[src/rtl/otd_defines.vh]
// Register indices, field positions, reset values and widths of the outside-threshold detector
`ifndef OTD_DEFINES_VH
`define OTD_DEFINES_VH

// Register indices; the byte address on the bus is four times the index
`define OTD_IDX_STATUS 8'h2D
`define OTD_IDX_CONFIG 8'h30
`define OTD_IDX_UPPER 8'h31
`define OTD_IDX_LOWER 8'h32
`define OTD_IDX_DEBOUNCE 8'h33
`define OTD_IDX_SLEEP 8'h34
`define OTD_IDX_IRQ_STAT 8'h35
`define OTD_IDX_IRQ_MASK 8'h36

// Outside-event status byte
`define OTD_ST_ACTIVE 7
`define OTD_ST_X_FLAG 5
`define OTD_ST_X_POL 4
`define OTD_ST_Y_FLAG 3
`define OTD_ST_Y_POL 2
`define OTD_ST_Z_FLAG 1
`define OTD_ST_Z_POL 0

// Configuration register fields
`define OTD_CFG_X_EN 0
`define OTD_CFG_Y_EN 1
`define OTD_CFG_Z_EN 2
`define OTD_CFG_REL 3
`define OTD_CFG_WAKE 4
`define OTD_CFG_PIN_ONE 5
`define OTD_CFG_PIN_TWO 6
`define OTD_CFG_WIDTH 7

// Interrupt status and mask bits
`define OTD_IRQ_RISE 0
`define OTD_IRQ_FALL 1
`define OTD_IRQ_SLEEP 2
`define OTD_IRQ_WAKE 3
`define OTD_IRQ_WIDTH 4

// Reset values
`define OTD_RST_STATUS 8'h00
`define OTD_RST_CONFIG 7'h00
`define OTD_RST_UPPER 12'h7ff
`define OTD_RST_LOWER 12'h800
`define OTD_RST_DEBOUNCE 8'h00
`define OTD_RST_SLEEP 16'h0000
`define OTD_RST_IRQ 4'h0

`endif

[src/rtl/otd_axis_cmp.v]
// One axis of the outside-threshold detector: delta, window compare, flag and polarity
`timescale 1ns/10ps
`default_nettype none

module otd_axis_cmp #(
  parameter DATA_WIDTH = 12
) (
  // Clock and reset
  input wire clk,
  input wire rst,
  // Sample stream
  input wire odrTick,
  input wire [DATA_WIDTH-1:0] sample,
  // Settings
  input wire axisEnable,
  input wire relativeMode,
  input wire [DATA_WIDTH-1:0] upperThreshold,
  input wire [DATA_WIDTH-1:0] lowerThreshold,
  // Results
  output wire outsideNow,
  output wire axisFlag,
  output wire axisPolarity
);

  reg [DATA_WIDTH-1:0] prevSample_reg;
  reg flag_reg;
  reg polarity_reg;

  // One extra bit so the delta of two full-scale samples cannot wrap
  wire signed [DATA_WIDTH:0] curExt = {sample[DATA_WIDTH-1], sample};
  wire signed [DATA_WIDTH:0] prevExt = {prevSample_reg[DATA_WIDTH-1], prevSample_reg};
  wire signed [DATA_WIDTH:0] deltaExt = curExt - prevExt;
  wire signed [DATA_WIDTH:0] value = relativeMode ? deltaExt : curExt;
  wire signed [DATA_WIDTH:0] upperExt = {upperThreshold[DATA_WIDTH-1], upperThreshold};
  wire signed [DATA_WIDTH:0] lowerExt = {lowerThreshold[DATA_WIDTH-1], lowerThreshold};
  wire aboveUpper = (value >= upperExt);
  wire belowLower = (value <= lowerExt);

  // Strictly inside the window leaves the flag low; a disabled axis never raises it
  assign outsideNow = axisEnable & (aboveUpper | belowLower);
  assign axisFlag = flag_reg;
  assign axisPolarity = polarity_reg;

  always @(posedge clk) begin
    if (rst) begin
      prevSample_reg <= {DATA_WIDTH{1'b0}};
      flag_reg <= 1'b0;
      polarity_reg <= 1'b0;
    end else if (odrTick) begin
      prevSample_reg <= sample;
      flag_reg <= outsideNow;
      // Polarity is latched only on the flag's rising sample; upper wins if both bounds are met
      if (outsideNow && !flag_reg) begin
        polarity_reg <= aboveUpper;
      end
    end
  end

endmodule // otd_axis_cmp

`default_nettype wire

[src/rtl/otd_outside_detect.v]
// Outside-threshold event detector with debounce, sleep hold-off, interrupts and AHB-Lite registers
//
// Implementation choice: the AHB-Lite register port.
`timescale 1ns/10ps
`default_nettype none
`include "otd_defines.vh"

module otd_outside_detect #(
  parameter DATA_WIDTH = 12,
  parameter DB_WIDTH = 8,
  parameter SLEEP_WIDTH = 16
) (
  // Clock and reset
  input wire clk,
  input wire rst,
  // Sample stream, one strobe per output-data-rate period
  input wire odrTick,
  input wire [DATA_WIDTH-1:0] xSample,
  input wire [DATA_WIDTH-1:0] ySample,
  input wire [DATA_WIDTH-1:0] zSample,
  // AHB-Lite slave
  input wire hsel,
  input wire [31:0] haddr,
  input wire [1:0] htrans,
  input wire hwrite,
  input wire [2:0] hsize,
  input wire [31:0] hwdata,
  input wire hready,
  output wire hreadyout,
  output wire hresp,
  output wire [31:0] hrdata,
  // Event and power outputs
  output wire outsideEventActive,
  output wire interruptPinOne,
  output wire interruptPinTwo,
  output wire sleepMode,
  output wire irq
);

  localparam [DB_WIDTH:0] DB_ONE = {{DB_WIDTH{1'b0}}, 1'b1};
  localparam [SLEEP_WIDTH:0] SLEEP_ONE = {{SLEEP_WIDTH{1'b0}}, 1'b1};

  // Software-visible settings
  reg [`OTD_CFG_WIDTH-1:0] config_reg;
  reg [DATA_WIDTH-1:0] upperThreshold_reg;
  reg [DATA_WIDTH-1:0] lowerThreshold_reg;
  reg [DB_WIDTH-1:0] debounce_reg;
  reg [SLEEP_WIDTH-1:0] sleepCount_reg;
  reg [`OTD_IRQ_WIDTH-1:0] irqStat_reg;
  reg [`OTD_IRQ_WIDTH-1:0] irqStat_next;
  reg [`OTD_IRQ_WIDTH-1:0] irqMask_reg;

  // Detector state
  reg [DB_WIDTH-1:0] dbCount_reg;
  reg active_reg;
  reg activeDly_reg;
  reg [SLEEP_WIDTH-1:0] sleepTimer_reg;
  reg sleep_reg;
  reg sleepDly_reg;
  reg pinOne_reg;
  reg pinTwo_reg;
  reg irq_reg;

  // Bus state
  reg wrPending_reg;
  reg [7:0] wrIndex_reg;
  reg [31:0] hrdata_reg;

  wire [2:0] axisEnable;
  wire [2:0] axisOutside;
  wire [2:0] axisFlag;
  wire [2:0] axisPolarity;
  wire [3*DATA_WIDTH-1:0] sampleBus;

  assign axisEnable = {config_reg[`OTD_CFG_X_EN], config_reg[`OTD_CFG_Y_EN], config_reg[`OTD_CFG_Z_EN]};
  assign sampleBus = {xSample, ySample, zSample};

  // Index 2 is x, 1 is y, 0 is z, matching the order of the status byte
  genvar axis;
  generate
    for (axis = 0; axis < 3; axis = axis + 1) begin : gAxis
      otd_axis_cmp #(
        .DATA_WIDTH(DATA_WIDTH)
      ) uAxis (
        .clk(clk),
        .rst(rst),
        .odrTick(odrTick),
        .sample(sampleBus[axis*DATA_WIDTH +: DATA_WIDTH]),
        .axisEnable(axisEnable[axis]),
        .relativeMode(config_reg[`OTD_CFG_REL]),
        .upperThreshold(upperThreshold_reg),
        .lowerThreshold(lowerThreshold_reg),
        .outsideNow(axisOutside[axis]),
        .axisFlag(axisFlag[axis]),
        .axisPolarity(axisPolarity[axis])
      );
    end
  endgenerate

  // Disabled axes never report outside, so all enables clear keeps the flag low
  wire anyOutside = |axisOutside;
  wire [DB_WIDTH:0] dbCountInc = {1'b0, dbCount_reg} + DB_ONE;
  wire dbReached = (dbCountInc >= {1'b0, debounce_reg});
  wire dbSaturated = &dbCount_reg;

  // Debounce: counts samples with the OR of axis flags true
  always @(posedge clk) begin
    if (rst) begin
      dbCount_reg <= {DB_WIDTH{1'b0}};
      active_reg <= 1'b0;
    end else if (odrTick) begin
      if (anyOutside) begin
        // Saturate so a long event cannot wrap back below the debounce count
        if (!dbSaturated) begin
          dbCount_reg <= dbCountInc[DB_WIDTH-1:0];
        end
        if (dbReached) begin
          active_reg <= 1'b1;
        end
      end else begin
        dbCount_reg <= {DB_WIDTH{1'b0}};
        active_reg <= 1'b0;
      end
    end
  end

  // Automatic wake/sleep timer, counted in sample periods; a count of zero disables sleep
  wire wakeHold = config_reg[`OTD_CFG_WAKE] & active_reg;
  wire [SLEEP_WIDTH:0] sleepTimerInc = {1'b0, sleepTimer_reg} + SLEEP_ONE;
  wire sleepDue = (sleepCount_reg != {SLEEP_WIDTH{1'b0}}) && (sleepTimerInc >= {1'b0, sleepCount_reg});

  always @(posedge clk) begin
    if (rst) begin
      sleepTimer_reg <= {SLEEP_WIDTH{1'b0}};
      sleep_reg <= 1'b0;
    end else if (odrTick) begin
      if (wakeHold) begin
        sleepTimer_reg <= {SLEEP_WIDTH{1'b0}};
        sleep_reg <= 1'b0;
      end else if (!sleep_reg) begin
        if (sleepDue) begin
          // Entry waits for the active flag to drop; the timer stays at its limit meanwhile
          if (!active_reg) begin
            sleep_reg <= 1'b1;
            sleepTimer_reg <= {SLEEP_WIDTH{1'b0}};
          end
        end else begin
          sleepTimer_reg <= sleepTimerInc[SLEEP_WIDTH-1:0];
        end
      end
    end
  end

  // Event pulses for the interrupt status register
  wire evRise = active_reg & ~activeDly_reg;
  wire evFall = ~active_reg & activeDly_reg;
  wire evSleep = sleep_reg & ~sleepDly_reg;
  wire evWake = ~sleep_reg & sleepDly_reg;
  wire [`OTD_IRQ_WIDTH-1:0] irqEvents = {evWake, evSleep, evFall, evRise};

  // Write-one-to-clear; a new event in the clearing cycle survives
  reg [`OTD_IRQ_WIDTH-1:0] irqClear;
  always @* begin
    irqClear = {`OTD_IRQ_WIDTH{1'b0}};
    if (wrPending_reg && (wrIndex_reg == `OTD_IDX_IRQ_STAT)) begin
      irqClear = hwdata[`OTD_IRQ_WIDTH-1:0];
    end
    irqStat_next = (irqStat_reg & ~irqClear) | irqEvents;
  end

  always @(posedge clk) begin
    if (rst) begin
      activeDly_reg <= 1'b0;
      sleepDly_reg <= 1'b0;
      irqStat_reg <= `OTD_RST_IRQ;
      irq_reg <= 1'b0;
      pinOne_reg <= 1'b0;
      pinTwo_reg <= 1'b0;
    end else begin
      activeDly_reg <= active_reg;
      sleepDly_reg <= sleep_reg;
      irqStat_reg <= irqStat_next;
      irq_reg <= |(irqStat_next & irqMask_reg);
      pinOne_reg <= active_reg & config_reg[`OTD_CFG_PIN_ONE];
      pinTwo_reg <= active_reg & config_reg[`OTD_CFG_PIN_TWO];
    end
  end

  // Status byte is assembled from live state; the unused bit reads zero
  wire [7:0] statusByte = {active_reg, 1'b0,
                           axisFlag[2], axisPolarity[2],
                           axisFlag[1], axisPolarity[1],
                           axisFlag[0], axisPolarity[0]};

  // Bus address phase: word-aligned addresses inside the first 1 KiB map to indices
  wire addrPhase = hsel & hready & htrans[1];
  wire addrInRange = (haddr[31:10] == 22'h00_0000) && (haddr[1:0] == 2'b00);
  wire [7:0] addrIndex = addrInRange ? haddr[9:2] : 8'hff;

  function [31:0] readValue;
    input [7:0] index;
    begin
      case (index)
        `OTD_IDX_STATUS: readValue = {24'h00_0000, statusByte};
        `OTD_IDX_CONFIG: readValue = {{(32-`OTD_CFG_WIDTH){1'b0}}, config_reg};
        `OTD_IDX_UPPER: readValue = {{(32-DATA_WIDTH){1'b0}}, upperThreshold_reg};
        `OTD_IDX_LOWER: readValue = {{(32-DATA_WIDTH){1'b0}}, lowerThreshold_reg};
        `OTD_IDX_DEBOUNCE: readValue = {{(32-DB_WIDTH){1'b0}}, debounce_reg};
        `OTD_IDX_SLEEP: readValue = {{(32-SLEEP_WIDTH){1'b0}}, sleepCount_reg};
        `OTD_IDX_IRQ_STAT: readValue = {{(32-`OTD_IRQ_WIDTH){1'b0}}, irqStat_reg};
        `OTD_IDX_IRQ_MASK: readValue = {{(32-`OTD_IRQ_WIDTH){1'b0}}, irqMask_reg};
        default: readValue = 32'h0000_0000;
      endcase
    end
  endfunction

  // Zero-wait slave: read data is captured at the address phase edge and held in the data phase
  always @(posedge clk) begin
    if (rst) begin
      wrPending_reg <= 1'b0;
      wrIndex_reg <= 8'h00;
      hrdata_reg <= 32'h0000_0000;
    end else begin
      wrPending_reg <= addrPhase & hwrite;
      if (addrPhase) begin
        wrIndex_reg <= addrIndex;
        if (!hwrite) begin
          hrdata_reg <= readValue(addrIndex);
        end
      end
    end
  end

  // Data phase writes; the status register has no write path
  always @(posedge clk) begin
    if (rst) begin
      config_reg <= `OTD_RST_CONFIG;
      upperThreshold_reg <= `OTD_RST_UPPER;
      lowerThreshold_reg <= `OTD_RST_LOWER;
      debounce_reg <= `OTD_RST_DEBOUNCE;
      sleepCount_reg <= `OTD_RST_SLEEP;
      irqMask_reg <= `OTD_RST_IRQ;
    end else if (wrPending_reg) begin
      case (wrIndex_reg)
        `OTD_IDX_CONFIG: config_reg <= hwdata[`OTD_CFG_WIDTH-1:0];
        `OTD_IDX_UPPER: upperThreshold_reg <= hwdata[DATA_WIDTH-1:0];
        `OTD_IDX_LOWER: lowerThreshold_reg <= hwdata[DATA_WIDTH-1:0];
        `OTD_IDX_DEBOUNCE: debounce_reg <= hwdata[DB_WIDTH-1:0];
        `OTD_IDX_SLEEP: sleepCount_reg <= hwdata[SLEEP_WIDTH-1:0];
        `OTD_IDX_IRQ_MASK: irqMask_reg <= hwdata[`OTD_IRQ_WIDTH-1:0];
        default: config_reg <= config_reg;
      endcase
    end
  end

  assign hreadyout = 1'b1;
  assign hresp = 1'b0;
  assign hrdata = hrdata_reg;
  assign outsideEventActive = active_reg;
  assign interruptPinOne = pinOne_reg;
  assign interruptPinTwo = pinTwo_reg;
  assign sleepMode = sleep_reg;
  assign irq = irq_reg;

endmodule // otd_outside_detect

`default_nettype wire

[config.mk]
export PLATFORM = sky130hd
export DESIGN_NAME = otd_outside_detect
export DESIGN_NICKNAME = d
export VERILOG_FILES = /design/src/rtl/otd_axis_cmp.v /design/src/rtl/otd_outside_detect.v
export VERILOG_INCLUDE_DIRS = /design/src /design/src/rtl
export SDC_FILE = /design/constraint.sdc
export NUM_CORES = 1
export LEC_CHECK = 0
export ABC_AREA = 1
export BUFFER_PORTS_ARGS = -buffer_cell sky130_fd_sc_hd__buf_2
export CAP_MARGIN = 0
export CELL_PAD_IN_SITES_DETAIL_PLACEMENT = 0
export CELL_PAD_IN_SITES_GLOBAL_PLACEMENT = 1
export CORE_UTILIZATION = 46
export DETAILED_ROUTE_END_ITERATION = 8
export MAX_ROUTING_LAYER = met4
export PLACE_DENSITY = 0.93
export SLEW_MARGIN = 30
export SYNTH_ARGS = -nofsm -noshare
export SYNTH_HDL_FRONTEND = slang
export SYNTH_SLANG_ARGS = --single-unit
[constraint.sdc]
create_clock -name clk -period 9.15 [get_ports clk]
set_input_delay 2.745 -clock clk [delete_from_list [all_inputs] [get_ports clk]]
set_output_delay 2.745 -clock clk [all_outputs]
set_load 0.01 [all_outputs]
==> flow_summary.yaml <==
yosys:
  synth-edff-count: 0
  synthArstFlopShare_pct: 0
  synth-seq-cells: 161
  ys_seq_area_share_pct: 27.4
  syn_inst: 1734
  yosysWarnings: 0
  synthFlopType: "dfxtp_1"
  synth.avg_cell_area_um2: 6.79
  syn-cell-area_um2: 11800
  synth_cell_type_count: 57
sta:
  min_period_ns: 6.31
  tns_ns: 0
  rsz0062_at_grt: "no"
  maxSlewViolCount: 0
  whs_ns: 0.460
  clock_skew_ns: 0.0134
  max_freq_mhz: 159
  hold_violations: 0
  worst_slew_pin_slew_ns: 0.945
  slew_headroom_pct: 37.0
  timing.final.crit_share_pct: 68.9
  setup_viol: 0
route:
  drc_errors: 0
  top_layer_used: "met4"
  routed_wl_um: 31900
  wl_met1_um: 14000
  wl_met2_um: 15700
  drtPass1Iterations: 5
  first_iter_violations: 776
  final_antenna_net_count: 0
  vias: 11500
  dr_wl_met3_um: 1450
  wl_per_cell_um: 14.8
  via_per_inst: 5.31
floorplanning:
  dieArea_um2: 26200
  fp.dieW_um: 162
  core_area_um2: 25100
  pin_count: 150
  start_util_pct: 46.9
  rows: 58
  die_y_um: 162
final_layout:
  drive_above_1_share_pct: 10.4
  largest_reg_flops: 36
  layout_commonest_cell: "nand2_1"
  fin_cells: 2160
  final_cell_mix: "nand2_1 (333), inv_1 (227), a21oi_1 (198), dfxtp_1 (161), o21ai_0 (150)"
  area_growth_pct: 10.9
  layout.nets: 2072
  diodes: 0
power_and_ir_drop:
  pwr-share-clk_pct: 40.8
  p_switching_mw: 0.514
  p_comb_share_pct: 16.9
  pwr-share-seq_pct: 42.3
  p_sw_share_pct: 29.9
  ir_drop_mv: 0.0968
  p_per_area_nw_per_um2: 132
  p_int_mw: 1.21
  p_leak_nw: 6.26
global_routing:
  grt_pass1_wl_um: 52400
  grt_pass1_vias: 10800
  grt_overflow_total: 0
  grt_max_degree: 98
  track_usage_pct: 25.6
  antenna_found_initial: 0
run:
  maxCapViolations: 0
setup_path:
  endpoint_kind: "flop"
  cp.arrival_ns: 6.60
  critPathKind: "primary input to flop"
  path_max_fanout: 9
  required_ns: 9.45
  startpoint_type: "primary input"
cts:
  holdBufCountCts: 0
  clkLatencyLatePin_ns: 0.44
  cts_root_buf: "clkbuf_16"
  htreeDepth: 4
  cts_buffer_depth: 2
  cts-resized-gates: 0
  cts.sinks: 161
  cts_tree: "yes"
  cts.reportedPaths.clkPinSlew_ns: 0.07
  cts_buffers: 17
  post-cts-setup-buffers: 0
placement:
  io_buffers: 111
  dp_hpwl_um: 24000
  place_congestion: 0.903
  dp_cells: 2129
status:
  status: "completed"
worst_hold_path:
  hold_path_class: "flop to flop"
[power by group through the flow]
| stage | Clock (mW) | Sequential, mW | Combinational (mW) |
|---|---|---|---|
| after floorplan | 0 | 0.742 | 0.214 |
| after global placement | 0 | 0.743 | 0.280 |
| after detailed placement | 0 | 0.744 | 0.288 |
| after CTS | 0.712 | 0.728 | 0.290 |
| after global routing | 0.740 | 0.729 | 0.337 |
| final | 0.701 | 0.728 | 0.291 |
[critical path: stages]
cell and delay [ns]:
buf_2 0.11, ha_1 0.36, nand2_1 0.07, nand2_1 0.06
a31oi_1 0.07, o21ai_0 0.43, nand3_1 0.14, o21ai_0 0.23
xor2_1 0.09, o21bai_1 0.13, inv_1 0.08, ha_1 0.27
nand2_1 0.06, nor2_1 0.16, inv_1 0.06, nor2_1 0.14
nand2_1 0.09, nand3_1 0.08, nand2_1 0.05, nor2_1 0.24
nand2_1 0.13, nand2_1 0.16, nand4_1 0.37, nand3_1 0.20
a21oi_1 0.08
[routing by layer]
metal  track usage, %  up-vias
li1                 -     5905
met1             30.3     5240
met2             44.2      274
met3             3.45       59
met4             9.39        0
met5                -        -
[final timing paths]
check	startpoint	to	slack, ns	depth (start not counted)
setup / recovery	zSample[2]	dbCount_reg[3]$_SDFFE_PP0P_	2.84	25
hold / removal	gAxis[0].uAxis.prevSample_reg[5]$_SDFFE_PP0P_	gAxis[0].uAxis.prevSample_reg[5]$_SDFFE_PP0P_	0.46	2
setup reg to reg	gAxis[0].uAxis.prevSample_reg[2]$_SDFFE_PP0P_	dbCount_reg[3]$_SDFFE_PP0P_	4.91	25
hold reg to reg	gAxis[0].uAxis.prevSample_reg[5]$_SDFFE_PP0P_	gAxis[0].uAxis.prevSample_reg[5]$_SDFFE_PP0P_	0.46	2
[through the flow]
step	setup slack [ns]	instance area (um2)	utilization [%]	power, mW
2_1_floorplan	3.38	11800	-	0.956
3_3_place_gp	2.55	12500	49.8	1.02
3_5_place_dp	2.49	12500	49.8	1.03
4_1_cts	2.92	13100	52.0	1.73
5_1_grt	2.44	13100	52.0	1.81
6_report	2.84	13100	52.0	1.72
[cell usage after synthesis, types with 17 or more instances]
master	n	area [um2]
dfxtp_1	161	3220
nand3_1	132	661
clkbuf_1	41	154
nand2_1	333	1250
nor3_1	17	85.1
buf_4	22	165
inv_1	227	852
ha_1	140	1750
xor2_1	22	193
nor2_1	142	533
o21ai_0	150	751
a21oi_1	198	991
[cells by family (layout without fill, tap and decap cells)]
group / Yosys count / in the layout / synth area share, %
and+or+nand+nor: 681 / 681 / 25.5
xor gates and xnor gates: 30 / 30 / 2.23
adders and majority gates: 143 / 143 / 15.4
AOI/OAI and AO/OA: 415 / 415 / 18.9
buffers and inverters: 302 / 382 / 10.5
other: 2 / 18 / 0.0638
DFF: 161 / 161 / 27.4
[layout make-up]
class                      count  area, um2
clock buffer                  18        429
clock inverter                13        129
fill                        2543      12100
inverter                     232        873
multi-input combinational   1287       7370
sequential                   161       3220
tap                          330        413
timing repair buffer         119        616
Power figures use the tool's default switching activity.
